<file path="config.mk">
export PLATFORM = sky130hd
export DESIGN_NAME = afecd_front_end
export DESIGN_NICKNAME = d
export VERILOG_FILES = /design/src/afecd_pkg.sv /design/src/afecd_nco.sv /design/src/afecd_front_end.sv
export VERILOG_INCLUDE_DIRS = /design/src /design/src/src
export SDC_FILE = /design/constraint.sdc
export NUM_CORES = 1
export LEC_CHECK = 0
export BUFFER_PORTS_ARGS = -buffer_cell sky130_fd_sc_hd__buf_2
export CAP_MARGIN = 20
export CORE_AREA = 5 5 70 136
export CTS_CLUSTER_DIAMETER = 120
export DETAILED_ROUTE_END_ITERATION = 8
export DIE_AREA = 0 0 75 141
export PLACE_DENSITY = 0.83
export REMOVE_ABC_BUFFERS = 1
export SLEW_MARGIN = 20
export SYNTH_ARGS = -nofsm -noshare
export SYNTH_HDL_FRONTEND = slang
export SYNTH_SLANG_ARGS = --single-unit
</file>
<file path="constraint.sdc">
create_clock -name sys_clk -period 7.6 [get_ports sys_clk]
set_input_delay 0.38 -clock sys_clk [delete_from_list [all_inputs] [get_ports sys_clk]]
set_output_delay 0.38 -clock sys_clk [all_outputs]
set_load 0.02 [all_outputs]
</file>
<file path="src/afecd_map.svh">
// Register offsets, field positions, reset values and timing counts
`ifndef AFECD_MAP_SVH
`define AFECD_MAP_SVH

// Register indices on the plain port
`define AFECD_ADDR_W 2
`define AFECD_DATA_W 8
`define AFECD_REG_CFG0 2'h0
`define AFECD_REG_CFG1 2'h1
`define AFECD_REG_CUR 2'h2
`define AFECD_REG_STAT 2'h3

// Fields of the first configuration register
`define AFECD_MUX_MSB 7
`define AFECD_MUX_LSB 4
`define AFECD_GAIN_MSB 3
`define AFECD_GAIN_LSB 1
`define AFECD_BYP_BIT 0

// Fields of the second configuration register
`define AFECD_REF_MSB 7
`define AFECD_REF_LSB 6
`define AFECD_TURBO_BIT 5

// Current source routing fields
`define AFECD_CUR1_MSB 2
`define AFECD_CUR1_LSB 0
`define AFECD_CUR2_MSB 6
`define AFECD_CUR2_LSB 4

// Reset values
`define AFECD_CFG0_RST 8'h00
`define AFECD_CFG1_RST 8'h00
`define AFECD_CUR_RST 8'h00

// Gain codes (log2 of the gain)
`define AFECD_GAIN_SC_MAX 3'h2
`define AFECD_SC_DIV 3'h2

// Rates and times
`define AFECD_SYS_KHZ 100000
`define AFECD_OSC_NORM_KHZ 1024
`define AFECD_OSC_TURBO_KHZ 2048
`define AFECD_MOD_DIV 4
`define AFECD_NCO_W 24
`define AFECD_NCO_INC(khz) ((64'(khz) << `AFECD_NCO_W) / 64'(`AFECD_SYS_KHZ))
`define AFECD_SYS_PERIOD_NS 10
`define AFECD_REF_SETTLE_NS 25000
`define AFECD_REF_SETTLE_CYC (`AFECD_REF_SETTLE_NS / `AFECD_SYS_PERIOD_NS)

`endif

</file>
<file path="src/afecd_pkg.sv">
// Types shared by the front end decode block
package afecd_pkg;

   // Converter input node selection
   typedef enum logic [2:0] {
      AFECD_AIN0,
      AFECD_AIN1,
      AFECD_AIN2,
      AFECD_AIN3,
      AFECD_SUPPLY_MON,
      AFECD_REF_MON,
      AFECD_NEG_SUPPLY,
      AFECD_MID
   } afecd_node_t;

   // Reference source selection
   typedef enum logic [1:0] {
      AFECD_REF_INT,
      AFECD_REF_EXT,
      AFECD_REF_SUPPLY,
      AFECD_REF_SUPPLY_ALT
   } afecd_ref_t;

   // Reference settling tracker states
   typedef enum logic {
      AFECD_SETTLED,
      AFECD_SETTLING
   } afecd_settle_t;

endpackage

</file>
<file path="src/afecd_nco.sv">
// Phase accumulator that derives the core oscillator tick
`timescale 1ns/1ps
`default_nettype none

module afecd_nco #(
   parameter int ACC_W = 24
) (
   // Clock and reset
   input wire logic sys_clk,
   input wire logic rst_n,
   // Rate
   input wire logic [ACC_W-1:0] phase_inc,
   // Tick
   output logic tick
);

   logic [ACC_W-1:0] acc_ff;
   logic [ACC_W:0] nxt_sum;
   logic tick_ff;

   // Carry out of the accumulator marks one oscillator period
   assign nxt_sum = {1'b0, acc_ff} + {1'b0, phase_inc};

   always_ff @(posedge sys_clk or negedge rst_n) begin
      if (!rst_n) begin
         acc_ff <= '0;
      end else begin
         acc_ff <= nxt_sum[ACC_W-1:0];
      end
   end

   always_ff @(posedge sys_clk or negedge rst_n) begin
      if (!rst_n) begin
         tick_ff <= 1'b0;
      end else begin
         tick_ff <= nxt_sum[ACC_W];
      end
   end

   assign tick = tick_ff;

endmodule // afecd_nco

`default_nettype wire

</file>
<file path="src/afecd_front_end.sv">
// Front end configuration decode: routing, gain split, reference, clocks
//
// Strobed register access and the register offsets were decided locally.
`timescale 1ns/1ps
`default_nettype none
`include "afecd_map.svh"

// Behaviour
// Four-bit field selects input pairing
// Single-ended ties negative input to supply
// Monitor selects supply/4 or reference/4
// Either current source routes anywhere
// Three-bit gain field, gains 1 to 128
// Gain split between amplifier and capacitor
// Gains 1,2,4 use capacitor stage only
// Bypass bit disables amplifier at low gain
// Codes 1000-1011 force amplifier off
// Forced bypass clamps gain to four
// Two-bit reference select, internal after reset
// Supply difference is third reference
// External reference enables input buffers
// Host waits 25 us for internal reference
// Modulator runs at oscillator over four
// Oscillator 1.024 or 2.048 MHz by mode
// New settings apply at next conversion
module afecd_front_end #(
   parameter int ADDR_W = `AFECD_ADDR_W,
   parameter int DATA_W = `AFECD_DATA_W,
   parameter int NCO_W = `AFECD_NCO_W,
   parameter int SETTLE_CYC = `AFECD_REF_SETTLE_CYC
) (
   // Clock and reset
   input wire logic sys_clk,
   input wire logic rst_n,
   // Register port
   input wire logic [ADDR_W-1:0] reg_addr,
   input wire logic [DATA_W-1:0] reg_wdata,
   input wire logic reg_wr,
   input wire logic reg_rd,
   output logic [DATA_W-1:0] reg_rdata,
   // Conversion sequencing
   input wire logic conv_start,
   // Input routing
   output afecd_pkg::afecd_node_t pos_node,
   output afecd_pkg::afecd_node_t neg_node,
   output logic neg_supply_sw,
   // Gain stages
   output logic amp_en,
   output logic amp_bypass,
   output logic [2:0] amp_gain,
   output logic [2:0] sc_gain,
   // Reference
   output afecd_pkg::afecd_ref_t ref_sel,
   output logic ref_buf_en,
   output logic ref_settling,
   // Current source routing, one-hot AIN0-3, REFERENCE_POS_PIN, REFERENCE_NEG_PIN
   output logic [5:0] cur1_route,
   output logic [5:0] cur2_route,
   // Clocking
   output logic turbo,
   output logic osc_tick,
   output logic mod_tick
);

   import afecd_pkg::*;

   localparam logic [NCO_W-1:0] INC_NORM =
      NCO_W'(`AFECD_NCO_INC(`AFECD_OSC_NORM_KHZ));
   localparam logic [NCO_W-1:0] INC_TURBO =
      NCO_W'(`AFECD_NCO_INC(`AFECD_OSC_TURBO_KHZ));
   localparam int SET_W = $clog2(SETTLE_CYC + 1);

   // Pending settings as software wrote them
   logic [7:0] cfg0_ff;
   logic [7:0] cfg1_ff;
   logic [7:0] cur_ff;
   // Settings in force for the running conversion
   logic [7:0] act0_ff;
   logic [7:0] act1_ff;
   logic [7:0] act_cur_ff;
   logic [DATA_W-1:0] rdata_ff;

   logic [3:0] mux;
   logic [2:0] gain;
   logic byp_bit;
   logic [1:0] ref_code;
   logic forced;
   logic [2:0] eff_gain;
   logic nxt_bypass;

   afecd_node_t pos_ff;
   afecd_node_t neg_ff;
   afecd_node_t nxt_pos;
   afecd_node_t nxt_neg;
   logic neg_sw_ff;
   logic amp_en_ff;
   logic amp_byp_ff;
   logic [2:0] amp_gain_ff;
   logic [2:0] sc_gain_ff;
   afecd_ref_t ref_ff;
   afecd_ref_t nxt_ref;
   logic ref_buf_ff;
   logic [5:0] cur_route_ff [2];
   logic [1:0] mod_cnt_ff;
   logic mod_tick_ff;
   logic osc_tk;
   afecd_settle_t settle_state_ff;
   logic [SET_W-1:0] settle_cnt_ff;

   // Register writes
   always_ff @(posedge sys_clk or negedge rst_n) begin
      if (!rst_n) begin
         cfg0_ff <= `AFECD_CFG0_RST;
         cfg1_ff <= `AFECD_CFG1_RST;
         cur_ff <= `AFECD_CUR_RST;
      end else if (reg_wr) begin
         case (reg_addr)
            `AFECD_REG_CFG0: cfg0_ff <= reg_wdata[7:0];
            `AFECD_REG_CFG1: cfg1_ff <= reg_wdata[7:0];
            `AFECD_REG_CUR: cur_ff <= reg_wdata[7:0];
            default: ;
         endcase
      end
   end

   // Pending settings take effect only as a conversion begins, so a
   // conversion in progress never sees its routing or gain move
   always_ff @(posedge sys_clk or negedge rst_n) begin
      if (!rst_n) begin
         act0_ff <= `AFECD_CFG0_RST;
         act1_ff <= `AFECD_CFG1_RST;
         act_cur_ff <= `AFECD_CUR_RST;
      end else if (conv_start) begin
         act0_ff <= cfg0_ff;
         act1_ff <= cfg1_ff;
         act_cur_ff <= cur_ff;
      end
   end

   // Register reads; unmapped reads return zero
   always_ff @(posedge sys_clk or negedge rst_n) begin
      if (!rst_n) begin
         rdata_ff <= '0;
      end else if (reg_rd) begin
         case (reg_addr)
            `AFECD_REG_CFG0: rdata_ff <= DATA_W'(cfg0_ff);
            `AFECD_REG_CFG1: rdata_ff <= DATA_W'(cfg1_ff);
            `AFECD_REG_CUR: rdata_ff <= DATA_W'(cur_ff);
            `AFECD_REG_STAT: rdata_ff <= DATA_W'({ref_settling, amp_en_ff,
               amp_byp_ff, neg_sw_ff, 1'b0, sc_gain_ff});
            default: rdata_ff <= '0;
         endcase
      end else begin
         rdata_ff <= '0;
      end
   end

   assign reg_rdata = rdata_ff;

   // Field extraction from the settings in force
   assign mux = act0_ff[`AFECD_MUX_MSB:`AFECD_MUX_LSB];
   assign gain = act0_ff[`AFECD_GAIN_MSB:`AFECD_GAIN_LSB];
   assign byp_bit = act0_ff[`AFECD_BYP_BIT];
   assign ref_code = act1_ff[`AFECD_REF_MSB:`AFECD_REF_LSB];

   // Single-ended codes against the negative supply
   assign forced = (mux[3:2] == 2'b10);

   // Gain above four cannot be reached without the amplifier
   assign eff_gain = (forced && gain > `AFECD_GAIN_SC_MAX) ?
      `AFECD_GAIN_SC_MAX : gain;

   // Low gains survive bypass since the capacitor stage does them alone
   assign nxt_bypass = forced ||
      (byp_bit && eff_gain <= `AFECD_GAIN_SC_MAX);

   // Input multiplexer decode
   always_comb begin
      nxt_pos = AFECD_MID;
      nxt_neg = AFECD_MID;
      case (mux)
         4'h0: begin
            nxt_pos = AFECD_AIN0;
            nxt_neg = AFECD_AIN1;
         end
         4'h1: begin
            nxt_pos = AFECD_AIN0;
            nxt_neg = AFECD_AIN2;
         end
         4'h2: begin
            nxt_pos = AFECD_AIN0;
            nxt_neg = AFECD_AIN3;
         end
         4'h3: begin
            nxt_pos = AFECD_AIN1;
            nxt_neg = AFECD_AIN0;
         end
         4'h4: begin
            nxt_pos = AFECD_AIN1;
            nxt_neg = AFECD_AIN2;
         end
         4'h5: begin
            nxt_pos = AFECD_AIN1;
            nxt_neg = AFECD_AIN3;
         end
         4'h6: begin
            nxt_pos = AFECD_AIN2;
            nxt_neg = AFECD_AIN3;
         end
         4'h7: begin
            nxt_pos = AFECD_AIN3;
            nxt_neg = AFECD_AIN2;
         end
         4'h8, 4'h9, 4'ha, 4'hb: begin
            nxt_pos = afecd_node_t'({1'b0, mux[1:0]});
            nxt_neg = AFECD_NEG_SUPPLY;
         end
         4'hc: begin
            nxt_pos = AFECD_REF_MON;
            nxt_neg = AFECD_REF_MON;
         end
         4'hd: begin
            nxt_pos = AFECD_SUPPLY_MON;
            nxt_neg = AFECD_SUPPLY_MON;
         end
         default: begin
            nxt_pos = AFECD_MID;
            nxt_neg = AFECD_MID;
         end
      endcase
   end

   always_ff @(posedge sys_clk or negedge rst_n) begin
      if (!rst_n) begin
         pos_ff <= AFECD_AIN0;
         neg_ff <= AFECD_AIN1;
         neg_sw_ff <= 1'b0;
      end else begin
         pos_ff <= nxt_pos;
         neg_ff <= nxt_neg;
         neg_sw_ff <= forced;
      end
   end

   // Gain split: capacitor stage takes up to four, amplifier the rest
   always_ff @(posedge sys_clk or negedge rst_n) begin
      if (!rst_n) begin
         amp_gain_ff <= 3'h0;
         sc_gain_ff <= 3'h0;
      end else if (eff_gain > `AFECD_GAIN_SC_MAX) begin
         amp_gain_ff <= eff_gain - `AFECD_SC_DIV;
         sc_gain_ff <= `AFECD_GAIN_SC_MAX;
      end else begin
         amp_gain_ff <= 3'h0;
         sc_gain_ff <= eff_gain;
      end
   end

   always_ff @(posedge sys_clk or negedge rst_n) begin
      if (!rst_n) begin
         amp_en_ff <= 1'b1;
         amp_byp_ff <= 1'b0;
      end else begin
         amp_en_ff <= !nxt_bypass;
         amp_byp_ff <= nxt_bypass;
      end
   end

   // Reference selection; the spare code also picks the supply
   always_comb begin
      case (ref_code)
         2'h0: nxt_ref = AFECD_REF_INT;
         2'h1: nxt_ref = AFECD_REF_EXT;
         default: nxt_ref = AFECD_REF_SUPPLY;
      endcase
   end

   always_ff @(posedge sys_clk or negedge rst_n) begin
      if (!rst_n) begin
         ref_ff <= AFECD_REF_INT;
         ref_buf_ff <= 1'b0;
      end else begin
         ref_ff <= nxt_ref;
         ref_buf_ff <= (nxt_ref == AFECD_REF_EXT);
      end
   end

   // Flags the internal reference as unsettled after power-up and after
   // a move from an external source; the host must wait it out
   always_ff @(posedge sys_clk or negedge rst_n) begin
      if (!rst_n) begin
         settle_state_ff <= AFECD_SETTLING;
         settle_cnt_ff <= '0;
      end else if (ref_ff == AFECD_REF_EXT && nxt_ref == AFECD_REF_INT) begin
         settle_state_ff <= AFECD_SETTLING;
         settle_cnt_ff <= '0;
      end else begin
         case (settle_state_ff)
            AFECD_SETTLING: begin
               if (settle_cnt_ff == SET_W'(SETTLE_CYC - 1)) begin
                  settle_state_ff <= AFECD_SETTLED;
               end
               settle_cnt_ff <= settle_cnt_ff + 1'b1;
            end
            AFECD_SETTLED: settle_cnt_ff <= '0;
            default: settle_state_ff <= AFECD_SETTLED;
         endcase
      end
   end

   assign ref_settling = (settle_state_ff == AFECD_SETTLING);

   // Current source routing: code 0 is off, 1-6 pick one destination
   for (genvar i = 0; i < 2; i++) begin : g_cur
      logic [2:0] code;
      assign code = (i == 0) ?
         act_cur_ff[`AFECD_CUR1_MSB:`AFECD_CUR1_LSB] :
         act_cur_ff[`AFECD_CUR2_MSB:`AFECD_CUR2_LSB];
      always_ff @(posedge sys_clk or negedge rst_n) begin
         if (!rst_n) begin
            cur_route_ff[i] <= 6'h00;
         end else if (code == 3'h0 || code == 3'h7) begin
            cur_route_ff[i] <= 6'h00;
         end else begin
            cur_route_ff[i] <= 6'(6'h01 << (code - 3'h1));
         end
      end
   end

   // Oscillator rate follows the applied mode bit
   assign turbo = act1_ff[`AFECD_TURBO_BIT];

   afecd_nco #(
      .ACC_W(NCO_W)
   ) u_nco (
      .sys_clk(sys_clk),
      .rst_n(rst_n),
      .phase_inc(turbo ? INC_TURBO : INC_NORM),
      .tick(osc_tk)
   );

   // Modulator ticks once every four oscillator ticks
   always_ff @(posedge sys_clk or negedge rst_n) begin
      if (!rst_n) begin
         mod_cnt_ff <= 2'h0;
         mod_tick_ff <= 1'b0;
      end else begin
         if (osc_tk) begin
            mod_cnt_ff <= mod_cnt_ff + 2'h1;
         end
         mod_tick_ff <= osc_tk &&
            (mod_cnt_ff == 2'(`AFECD_MOD_DIV - 1));
      end
   end

   assign pos_node = pos_ff;
   assign neg_node = neg_ff;
   assign neg_supply_sw = neg_sw_ff;
   assign amp_en = amp_en_ff;
   assign amp_bypass = amp_byp_ff;
   assign amp_gain = amp_gain_ff;
   assign sc_gain = sc_gain_ff;
   assign ref_sel = ref_ff;
   assign ref_buf_en = ref_buf_ff;
   assign cur1_route = cur_route_ff[0];
   assign cur2_route = cur_route_ff[1];
   assign osc_tick = osc_tk;
   assign mod_tick = mod_tick_ff;

endmodule // afecd_front_end

`default_nettype wire

</file>
---- Word-level counts from Yosys, hierarchy flattened ----
Cells that the tools add are included.
cells by class
  magnitude comparators ................... 3
  bitwise operators ....................... 1
  reductions and logical operators ........ 22
  muxes and demuxes ....................... 16
  add/sub/neg operators ................... 6
  shift operators ......................... 2
  equality and inequality tests ........... 24
operator list
  kind                                                  count
  case mux 3 bit (7 select lines)                       2
  case mux 8 bit (4 select lines)                       1
  adder 24 x 19 -> 25 bit                               1
  equality test 4 bit (second input constant)           6
  case mux 12 bit (2 select lines)                      1
  two-way mux 19 bit                                    1
  equality test 4 x 3 -> 1 bit (second input constant)  4
  adder 12 x 1 -> 12 bit (second input constant)        1
  equality test 12 bit (second input constant)          1
  two-way mux 12 bit                                    1
  two-way mux 6 bit                                     2
  OR reduction 3 bit                                    4
  left shift 1 x 3 -> 6 bit (first input constant)      2
  two-way mux 3 bit                                     3
  equality test 2 x 1 -> 1 bit (second input constant)  4
  equality test 2 bit (second input constant)           4
  equality test 4 x 2 -> 1 bit (second input constant)  2
  two-way mux 8 bit                                     1
  equality test 3 bit (second input constant)           2
  > comparator 3 x 2 -> 1 bit (second input constant)   2
  zero test 2 bit                                       3
  zero test 3 bit                                       2
  AND reduction 2 bit                                   3
  subtractor 3 x 1 -> 3 bit (second input constant)     2
  12 further kinds                                      19
storage, ports and cells
  output and inout port bits .............. 42
  word-level logic and storage cells ...... 98
  register bits after elaboration ......... 126

---- Depth between registers and ports, before layout ----
Gate-level depths: netlist of the first run.
  depth in word-level cells ............... 7
  gate-level depth with buffers ........... 8
  mapped depth without buffers ............ 8

---- By module ----
From an unflattened synthesis of the first run, not the netlist that was laid out.
second synthesis, totals
  cell total of the unflattened synthesis .. 468
  area total of the unflattened synthesis .. 5665.4 µm²
by module, submodules not included
  module           cells each  area each (µm²)  instances
  afecd_front_end  275         3802.4           1
  afecd_nco        193         1863.0           1

---- Worst setup path after synthesis of the first run ----
OpenSTA, ideal clock, no wires.
  path kind ............................... reg2reg
  start ................................... reg act1_ff[5]
  end ..................................... reg u_nco.acc_ff[12]
  cell stages (with the launch flop) ...... 8
  data required time ...................... 7475 ps
  setup slack ............................. 5037 ps
  arrival ................................. 2438 ps
  path through ............................ dfrtp_1 -> inv_1 -> ha_1 -> a21o_1 -> a221oi_1 -> nor3_1 -> or3_2 -> xnor2_1
between the ends
  word-level cells in the longest chain between the ends .. 2
ends and longest elaborated chain
  item                     RTL line                text
  from (decl)              afecd_front_end.sv:79   logic [7:0] act1_ff;
  from (signal assigned)   afecd_front_end.sv:131  act1_ff <= `AFECD_CFG1_RST;
  from (signal assigned)   afecd_front_end.sv:135  act1_ff <= cfg1_ff;
  two-way mux 19 bit       afecd_front_end.sv:338  .phase_inc(turbo ? INC_TURBO : INC_NORM),
  adder 24 x 19 -> 25 bit  afecd_nco.sv:22         assign nxt_sum = {1'b0, acc_ff} + {1'b0, phase_inc};
  net u_nco.nxt_sum[12]    afecd_nco.sv:18         logic [ACC_W:0] nxt_sum;
  to (signal assigned)     afecd_nco.sv:28         acc_ff <= nxt_sum[ACC_W-1:0];
  to (decl)                afecd_nco.sv:17         logic [ACC_W-1:0] acc_ff;
The timed path passes the listed nets, and every way through them passes these cells.
A chain may end at the register's enable or synchronous reset.

---- Final worst setup path of the first run ----
Same ends and word-level chain as after synthesis.

==> metrics.cfg, run 1 <==
[logic_synthesis]
synth_area_leader_cell = dfrtp_1
synthDistinctLibCells = 49
ys_warn_count = 0
ys_ff_latch = 119
synth.area.top_cells = dfrtp_1, mux2_2, xnor2_1
synth_top_area_share_pct = 56.7
synthCells = 401
synthArstFlopShare_pct = 100
synthFlopType = dfrtp_1
synth.avg_cell_area_um2 = 12.8
synth_seq_area_share_pct = 58.2
syn_area_um2 = 5120
synth_edf_count = 0

[layout]
nets = 499
mostFrequentLayoutCell = dfrtp_1
stdcell_area_um2 = 6080
n_antenna_cell = 0
mostFrequentLayoutCells = dfrtp_1, buf_2, mux2_2, nor2_1, xnor2_1
instances_no_fill = 581
synthToLayoutAreaGrowth_pct = 18.6
layout-drive-gt1-share_pct = 30.6
fill_cells = 542

[power]
vdd_ir_drop_max_mv = 0.299
leakagePower_nw = 2.86
power.density_nw_per_um2 = 397

[min_path]
hold_path.class = in2async

[floorplan]
rows = 48
die_w_um = 75
core_um2 = 8470
io-pin-count = 57
dieArea_um2 = 10600
start_util_pct = 60.5
die_h_um = 141

[global_route]
grt_pass1_wl_um = 16300
global_route.overflow_total = 0
grt_usage_pct = 20.7
grt_pass1_vias = 3374
antenna_found_initial = 0
grt_max_degree = 63

[sta]
relSlewSlack_pct = 48.1
rsz0062_at_grt = no
fin_crit_ns = 2.86
timing.final.hold_violations = 0
finalSetupViolations = 0
slew_violations = 0
finalCritPeriodShare_pct = 37.6
finalSetupTns_ns = 0
max_freq_mhz = 350
worst_pin_slew_ns = 0.775
whs_ns = 0.00891
finalClockSkew_ns = 0.00639
fin_ws_ns = 4.74

[drt]
num_vias = 3308
via_per_inst = 5.69
wl_um = 9710
first_iter_violations = 181
drc_errors = 0
wl_per_cell_um = 16.7
ant_nets = 0
first_pass_iters = 4

[placed_design]
placed_area_um2 = 5500
post-place-ws_ns = 4.81
numPlacedInstances = 549
gp_congestion = 0.855
dp_hpwl_um = 6360
port_buffers = 56

[clocking]
cts-hold-fix-buffers = 0
post_cts_resized = 0
cts.sinks = 119
clock_latency_ns = 0.41
cts_root_buffer = clkbuf_16
htree_num_levels = 4
cts.path.max_buffers = 2
cts_setup_buffers = 0
clkTransAtPathRegs_ns = 0.05
cts_inserted_buffers = 17
cts_tree = built

[worst_setup_path]
arrival_ns = 3.15
critPathMaxFanout = 9
start_kind = register
crit_type = reg2reg
end_kind = register
cp.required_ns = 7.89

[status]
status = complete, no violations

[job]
cap_violations = 0

[registers in the layout, indices dropped and copies added, names as in the netlist, 2 cells and up]
signal         flops
cfg1_ff            8
reg_rdata          8
act_cur_ff         6
cur_ff             8
settle_cnt_ff     12
amp_gain           3
cfg0_ff            8
u_nco.acc_ff      24
cur1_route         6
act1_ff            3
cur2_route         6
pos_node           3
neg_node           3
sc_gain            3
act0_ff            8
mod_cnt_ff         2
[metal layers]
metal	share of wire, %	global-route usage [%]	wire, um
met1	41	27.1	3980
met2	51	30.6	4910
met3	6.7	7.85	650
met4	1.8	8.72	171
met5	0	0	0
[area by class of cell]
type | instances | area [um^2] | share of cell area [%]
multi-input combinational | 260 | 2060 | 33.8
clock inverter | 13 | 131 | 2.16
sequential | 119 | 2980 | 49.1
clock buffer | 19 | 443 | 7.29
timing repair buffer | 57 | 290 | 4.78
inverter | 13 | 48.8 | 0.803
tap | 100 | 125 | 2.06
[cell families after synthesis]
group           Yosys count  share of synthesized area, %
simple gates            123                          13.5
flops                   119                          58.2
mux                      46                          11.6
compound gates           41                          5.25
xor+xnor                 33                          5.64
buf+inv                  22                          1.69
fa+ha+maj                16                          4.05
other cells               1                        0.0732
[power breakdown]
group,internal (mW),total (mW),leakage (nW),switching (mW)
Combinational,0.320,0.695,1.12,0.375
Sequential,0.814,0.951,1.47,0.137
Clock,0.487,0.764,0.271,0.277
Total,1.62,2.41,2.86,0.789
[metrics by stage]
stage,total power [mW],util [%]
after floorplan,1.45,-
after global placement,1.62,65.0
after global routing,2.55,71.7
final,2.41,71.7
after CTS,2.42,71.7
after detailed placement,1.64,65.0
[cells in the mapped netlist, types with 4 or more instances]
library cell / number
xor2_1: 11
clkbuf_1: 6
nor3b_1: 4
or3_1: 5
and3b_1: 4
nand3_1: 12
a21oi_1: 9
o21ai_0: 11
dfrtp_1: 116
a31oi_1: 5
nand2_1: 18
mux2_2: 38
ha_1: 15
nand4_1: 4
nor3_1: 6
inv_1: 13
xnor2_1: 22
nand2b_1: 5
and3_1: 10
nor2_1: 26
and2_1: 11
mux4_2: 7
[critical path, stage by stage (launching register included)]
cell and delay (ns):
dfrtp_1 0.56, inv_1 0.20, ha_1 0.39, a21o_1 0.23, a221oi_1 0.58, nor3_1 0.18, or3_2 0.46, xnor2_1 0.13
[final timing paths]
kind	from	endpoint	slack, ns	cells after the start
hold / removal	rst_n	mod_tick	0.009	1
max in group asynchronous	rst_n	u_nco.acc_ff[8]	6.40	2
min in group sys_clk	reg_wdata[6]	cfg0_ff[6]	0.23	2
setup reg to reg	act1_ff[5]	u_nco.acc_ff[12]	4.74	7
setup / recovery	act1_ff[5]	u_nco.acc_ff[12]	4.74	7
hold reg to reg	act1_ff[7]	ref_sel[1]	0.44	0
Power figures use the tool's default switching activity.
==> run 2: changes to the inputs <==
ABC_AREA = 1   (was unset)
CORE_AREA = 5 5 79 153   (was 5 5 70 136)
DIE_AREA = 0 0 84 158   (was 0 0 75 141)
PLACE_DENSITY = 0.74   (was 0.83)
clock period = 2.5 ns   (was 7.6 ns; I/O delays follow)
==> metrics.cfg, run 2 <==
[worst_setup_path]
critPathMaxFanout = 9  ; unchanged
crit_type = reg2reg
arrival_ns = 2.49  ; -0.66 ns
start_kind = register
end_kind = register
r2r_slack_ns = 0.32  ; -4.43 ns
cp.required_ns = 2.81  ; -5.08 ns

[floorplan]
io-pin-count = 57  ; unchanged
start_util_pct = 51.5  ; -9.0 points
die_h_um = 158  ; +12%
core_um2 = 10800  ; +28%
dieArea_um2 = 13300  ; +26%
rows = 54  ; +13%
die_w_um = 84  ; +12%

[power]
vdd_ir_drop_max_mv = 0.705  ; +140%
power.density_nw_per_um2 = 1160  ; +190%
leakagePower_nw = 3.51  ; +23%

[clocking]
cts_setup_buffers = 0  ; unchanged
cts.sinks = 119  ; unchanged
cts_inserted_buffers = 17  ; unchanged
cts-hold-fix-buffers = 5  ; +5
clock_latency_ns = 0.42  ; about the same
cts_root_buffer = clkbuf_16
post_cts_resized = 0  ; unchanged
htree_num_levels = 4  ; unchanged
clkTransAtPathRegs_ns = 0.06  ; about the same
cts_tree = built
cts.path.max_buffers = 2  ; unchanged

[layout]
largest_reg_flops = 24  ; unchanged
layout-drive-gt1-share_pct = 14.5  ; -16 points
nets = 762  ; +53%
synthToLayoutAreaGrowth_pct = 19.5
n_antenna_cell = 0  ; unchanged
mostFrequentLayoutCells = nand2_1, dfrtp_1, inv_1, o21ai_0, buf_2
top_regs = u_nco.acc_ff: 24 flops, settle_cnt_ff: 12 flops
regMostFlops = u_nco.acc_ff
mostFrequentLayoutCell = nand2_1

[global_route]
antenna_found_initial = 0  ; unchanged
grt_pass1_vias = 4893  ; +45%
global_route.overflow_total = 0  ; unchanged
grt_max_degree = 95  ; +51%
grt_usage_pct = 22.0  ; +1.3 points
grt_pass1_wl_um = 22600  ; +38%

[logic_synthesis]
ys_warn_count = 0  ; unchanged
synth.area.top_cells = dfrtp_1, nand2_1, inv_1
synth_edf_count = 0  ; unchanged
synth_area_leader_cell = dfrtp_1
synthArstFlopShare_pct = 100  ; unchanged
synth_seq_area_share_pct = 53.6  ; -4.6 points
synthFlopType = dfrtp_1
synth.avg_cell_area_um2 = 8.45  ; -34%
ys_ff_latch = 119  ; unchanged
synth_top_area_share_pct = 52.1  ; -4.5 points
syn_area_um2 = 5570  ; +8.7%
post-synth-top-count-cell = nand2_1
synthCells = 659  ; +64%
synth_common_cells = nand2_1, dfrtp_1, inv_1
synthDistinctLibCells = 34  ; -31%

[sta]
fin_ws_ns = 0.315  ; -4.43 ns
timing.final.hold_violations = 0  ; unchanged
rsz0062_at_grt = no
finalSetupTns_ns = 0  ; unchanged
fin_crit_ns = 2.18  ; -0.671 ns
finalCritPeriodShare_pct = 87.4  ; +50 points
max_freq_mhz = 458  ; +31%
finalSetupViolations = 0  ; unchanged
slew_violations = 0  ; unchanged
relSlewSlack_pct = 61.4  ; +13 points
finalClockSkew_ns = 0.00794  ; +0.00155 ns
worst_pin_slew_ns = 0.578  ; -0.196 ns

[drt]
first_pass_iters = 5  ; +1
via_per_inst = 5.31  ; -6.8%
ant_nets = 0  ; unchanged
wl_per_cell_um = 15.5  ; -7.4%
first_iter_violations = 226  ; +25%
wl_um = 13700  ; +41%
drc_errors = 0  ; unchanged
num_vias = 4692  ; +42%

[placed_design]
port_buffers = 56  ; unchanged
post-place-ws_ns = 0.341  ; -4.47 ns
dp_hpwl_um = 10400  ; +63%
gp_congestion = 0.953  ; +11%

[status]
status = complete, no violations

[min_path]
hold_path.class = in2reg

[job]
cap_violations = 0  ; unchanged

## run 2: cell types whose count changed after synthesis, sizes merged, moves of 20 or more
cell   change
nand3     +20
mux2      -36
o21ai     +53
nand2    +168
nor2      +27
xnor2     -22
inv       +82
## run 2: layer usage
layer	GRT usage (%)	wire length (um)	share of wire, %
met2	41.7	7640	56
met5	0	0	0
met3	6.35	583	4.3
met1	20.3	4750	35
met4	13.6	720	5.3
## run 2: final timing paths
path                              startpoint          endpoint  cells after the start
max in group asynchronous              rst_n  u_nco.acc_ff[11]                      3
worst max-delay path              act1_ff[5]  u_nco.acc_ff[20]                     11
worst min register to register    act1_ff[7]        ref_sel[1]                      0
min in group asynchronous              rst_n   u_nco.acc_ff[6]                      2
worst max register to register    act1_ff[5]  u_nco.acc_ff[20]                     11
worst min-delay path            reg_wdata[2]        cfg1_ff[2]                      3
## run 2: cell families after synthesis
group / synth area share [%]
other: 0.0674
AOI/OAI and AO/OA: 10.3
muxes: 0.404
DFF: 53.6
buffers and inverters: 7.37
xor gates and xnor gates: 2.20
adders and majority gates: 3.73
and+or+nand+nor: 22.4
## run 2: metrics by stage
| step | util, % | power, mW | cells | hold WS, ns | cell area (um^2) |
|---|---|---|---|---|---|
| 2_1_floorplan | - | 4.41 | 650 | -0.171 | 5510 |
| 3_3_place_gp | 55.4 | 5.13 | 847 | 0.0481 | 5990 |
| 3_5_place_dp | 55.4 | 5.22 | 847 | 0.0588 | 5990 |
| 4_1_cts | 61.6 | 7.74 | 884 | 0.000252 | 6650 |
| 5_1_grt | 61.6 | 8.18 | 884 | 0.0145 | 6650 |
| 6_report | 61.6 | 7.71 | 884 | 0.0114 | 6650 |
## run 2: cell type report
| cell class | instances | area, um^2 |
|---|---|---|
| Clock inverter | 13 | 159 |
| Fill cell | 920 | 4160 |
| Tap cell | 140 | 175 |
| Timing Repair Buffer | 62 | 353 |
| Clock buffer | 19 | 453 |
| Inverter | 95 | 357 |
| Multi-Input combinational cell | 436 | 2180 |
| Sequential cell | 119 | 2980 |
## run 2: critical path, stage by stage, from the launching register on
cell     delay (ns)
dfrtp_1        0.55
ha_1           0.32
inv_1          0.08
fa_1           0.39
nand2_1        0.10
nand2_1        0.05
nand2_1        0.11
nand2_1        0.11
nand2_1        0.10
nand3_1        0.11
nand3_1        0.09
nand2_1        0.05
## run 2: report_power, final
| part | total [mW] | leakage, nW | internal, mW | switching (mW) |
|---|---|---|---|---|
| Clock | 2.50 | 0.296 | 1.55 | 0.943 |
| Sequential | 2.75 | 1.51 | 2.39 | 0.361 |
| Combinational | 2.46 | 1.70 | 0.803 | 1.65 |
| Total | 7.71 | 3.51 | 4.75 | 2.96 |
==> run 3: changes to the inputs <==
CORE_AREA = 5 5 82 160   (was 5 5 79 153)
DIE_AREA = 0 0 87 165   (was 0 0 84 158)
PLACE_DENSITY = 0.75   (was 0.74)
SYNTH_HIERARCHICAL = 1   (was unset)
==> metrics.cfg, run 3 <==
[power]
power_switching_mw = 3.46  ; +17%
internal_power_mw = 5.05  ; +6.4%
swShare_pct = 40.6  ; +2.3 points
leakagePower_nw = 3.97  ; +13%
clkPwrFrac_pct = 28.8  ; -3.6 points
power_mw = 8.51  ; +10%
comb_power_share_pct = 39.2  ; +7.3 points
seqPwrFrac_pct = 32.1  ; -3.6 points
vdd_ir_drop_max_mv = 1.09  ; +54%
power.density_nw_per_um2 = 1170  ; +0.71%

[global_route]
grt_pass1_wl_um = 25400  ; +13%
grt_usage_pct = 23.2  ; +1.2 points
antenna_found_initial = 0  ; unchanged
grtUsageMet2_pct = 43.8  ; +2.1 points
met3_usage_pct = 3.89  ; -2.5 points
busiest_layer = met2
grtUsageMet1_pct = 22.8  ; +2.5 points
grt_pass1_vias = 5460  ; +12%
grt_max_degree = 70  ; -26%
global_route.overflow_total = 0  ; unchanged

[sta]
finalClockSkew_ns = 0.00708  ; -0.000861 ns
max_freq_mhz = 480  ; +4.9%
slew_violations = 0  ; unchanged
finalSetupTns_ns = 0  ; unchanged
finalSetupViolations = 0  ; unchanged
fin_crit_ns = 2.08  ; -0.103 ns
timing.final.hold_violations = 0  ; unchanged
rsz0062_at_grt = no
finalCritPeriodShare_pct = 83.3  ; -4.1 points
worst_pin_slew_ns = 0.558  ; -0.0204 ns
relSlewSlack_pct = 62.8  ; +1.4 points

[floorplan]
dieArea_um2 = 14400  ; +8.2%
start_util_pct = 53.1  ; +1.6 points
io-pin-count = 57  ; unchanged
core_um2 = 11700  ; +8.2%
die_h_um = 165  ; +4.4%
rows = 56  ; +3.7%
die_w_um = 87  ; +3.6%

[worst_setup_path]
crit_type = reg2reg
critPathMaxFanout = 8  ; -1
end_kind = register
start_kind = register
arrival_ns = 2.38  ; -0.11 ns
cp.required_ns = 2.80  ; about the same

[logic_synthesis]
ys_ff_latch = 119  ; unchanged
synth.avg_cell_area_um2 = 7.85  ; -7.1%
syn_area_um2 = 6220  ; +12%
synth_seq_area_share_pct = 47.9  ; -5.6 points
synthDistinctLibCells = 35  ; +2.9%
synth.area.top_cells = dfrtp_1, nand2_1, inv_1
synth_top_area_share_pct = 46.7  ; -5.5 points
post-synth-top-count-cell = nand2_1
synth_edf_count = 0  ; unchanged
synth_area_leader_cell = dfrtp_1
synthCells = 792  ; +20%
ys_warn_count = 6  ; +6
synthFlopType = dfrtp_1
synth_common_cells = nand2_1, inv_1, dfrtp_1
synthArstFlopShare_pct = 100  ; unchanged

[clocking]
cts_root_buffer = clkbuf_16
cts_tree = built
cts_setup_buffers = 0  ; unchanged
cts_inserted_buffers = 17  ; unchanged
htree_num_levels = 4  ; unchanged
cts.path.max_buffers = 2  ; unchanged
clkTransAtPathRegs_ns = 0.06  ; about the same
post_cts_resized = 0  ; unchanged
clock_latency_ns = 0.42  ; about the same
cts.sinks = 119  ; unchanged

[layout]
regMostFlops = u_nco/acc_ff
final_util_pct = 62.4  ; +0.84 points
top_regs = u_nco/acc_ff: 24 flops, settle_cnt_ff: 12 flops
mostFrequentLayoutCells = nand2_1, inv_1, dfrtp_1, nor2_1, buf_2
instances_no_fill = 1030  ; +17%
largest_reg_flops = 24  ; unchanged
nets = 916  ; +20%
mostFrequentLayoutCell = nand2_1
synthToLayoutAreaGrowth_pct = 17.4
layout-drive-gt1-share_pct = 15.6  ; +1.1 points
n_antenna_cell = 0  ; unchanged

[job]
cap_violations = 0  ; unchanged

[placed_design]
dp_hpwl_um = 11700  ; +13%
port_buffers = 56  ; unchanged
numPlacedInstances = 997  ; +18%
gp_congestion = 0.935  ; -1.8%

[min_path]
hold_path.class = in2reg

[drt]
first_pass_iters = 6  ; +1
wl_um = 15400  ; +12%
via_per_inst = 5.15  ; -3.0%
num_vias = 5302  ; +13%
first_iter_violations = 207  ; -8.4%
drc_errors = 0  ; unchanged
wl_per_cell_um = 14.9  ; -3.7%
ant_nets = 0  ; unchanged

[status]
status = complete, no violations

run 3: cell types whose count changed after synthesis, moves of 11 or more:
cell | before | now
ha_1 | 15 | 28
o21ai_2 | 1 | 17
nand2_1 | 181 | 261
o21ai_1 | 1 | 12
o21ai_0 | 62 | 33
inv_1 | 93 | 119
nor2_1 | 49 | 68
run 3: power groups by stage:
stage / combinational, mW / clock [mW] / sequential (mW)
6_report: 3.33 / 2.45 / 2.73
5_1_grt: 3.73 / 2.59 / 2.78
4_1_cts: 3.30 / 2.48 / 2.73
3_5_place_dp: 3.27 / 0 / 2.76
3_3_place_gp: 3.22 / 0 / 2.75
2_1_floorplan: 2.30 / 0 / 2.80
run 3: worst max-delay path, cell delays in order, from the launching register on:
cell	delay, ns
dfrtp_1	0.51
inv_1	0.23
ha_1	0.41
nand2_1	0.09
nand2_1	0.08
a21oi_1	0.17
nand2_2	0.13
nand2_1	0.08
nand2_1	0.11
xor2_1	0.16
run 3: path summary, 6_finish.rpt:
path | start | end | slack, ns | cells after the start
setup / recovery | act1_ff[5] | u_nco/acc_ff[11] | 0.42 | 9
hold / removal | reg_wdata[2] | cfg1_ff[2] | 0.01 | 3
setup reg to reg | act1_ff[5] | u_nco/acc_ff[11] | 0.42 | 9
hold reg to reg | act0_ff[2] | amp_gain[1] | 0.45 | 1
max in group asynchronous | rst_n | ref_settling | 1.60 | 3
min in group asynchronous | rst_n | u_nco/acc_ff[13] | 0.14 | 2
run 3: cells by family after synthesis:
family                     Yosys count  synth area share [%]
muxes                                3                 0.543
DFF                                119                  47.9
and+or+nand+nor                    402                  26.7
xor gates and xnor gates            12                  1.69
adders and majority gates           29                  5.96
other                                2                 0.121
buffers and inverters              135                  8.51
AOI/OAI and AO/OA                   90                  8.51
run 3: layout make-up:
class | count | area (um^2)
multi-input combinational | 550 | 2750
fill | 1028 | 4400
inverter | 125 | 469
clock buffer | 17 | 425
tap | 145 | 181
sequential | 119 | 2980
clock inverter | 15 | 170
timing repair buffer | 59 | 320
run 3: timing repair:
| action | 4_1_cts | 5_1_grt |
|---|---|---|
| hold buffers | 1 | 0 |
| endpoints found under the setup margin | 0 | 0 |
| hold endpoints to repair | 20 | 0 |
run 3: per-stage QoR:
stage	area (um^2)	setup WS, ns	hold slack, ns
floorplan	6200	0.597	-0.171
global placement	6700	0.528	0.0453
detailed placement	6700	0.452	0.0501
CTS	7300	0.433	0.00846
global route	7300	0.247	0.0230
finish	7300	0.418	0.0135
run 3: metal layers:
| layer | part of all wire, % | vias to the layer above |
|---|---|---|
| li1 | - | 2621 |
| met1 | 35 | 2497 |
| met2 | 56 | 141 |
| met3 | 3.3 | 43 |
| met4 | 5.4 | 0 |
| met5 | 0 | - |
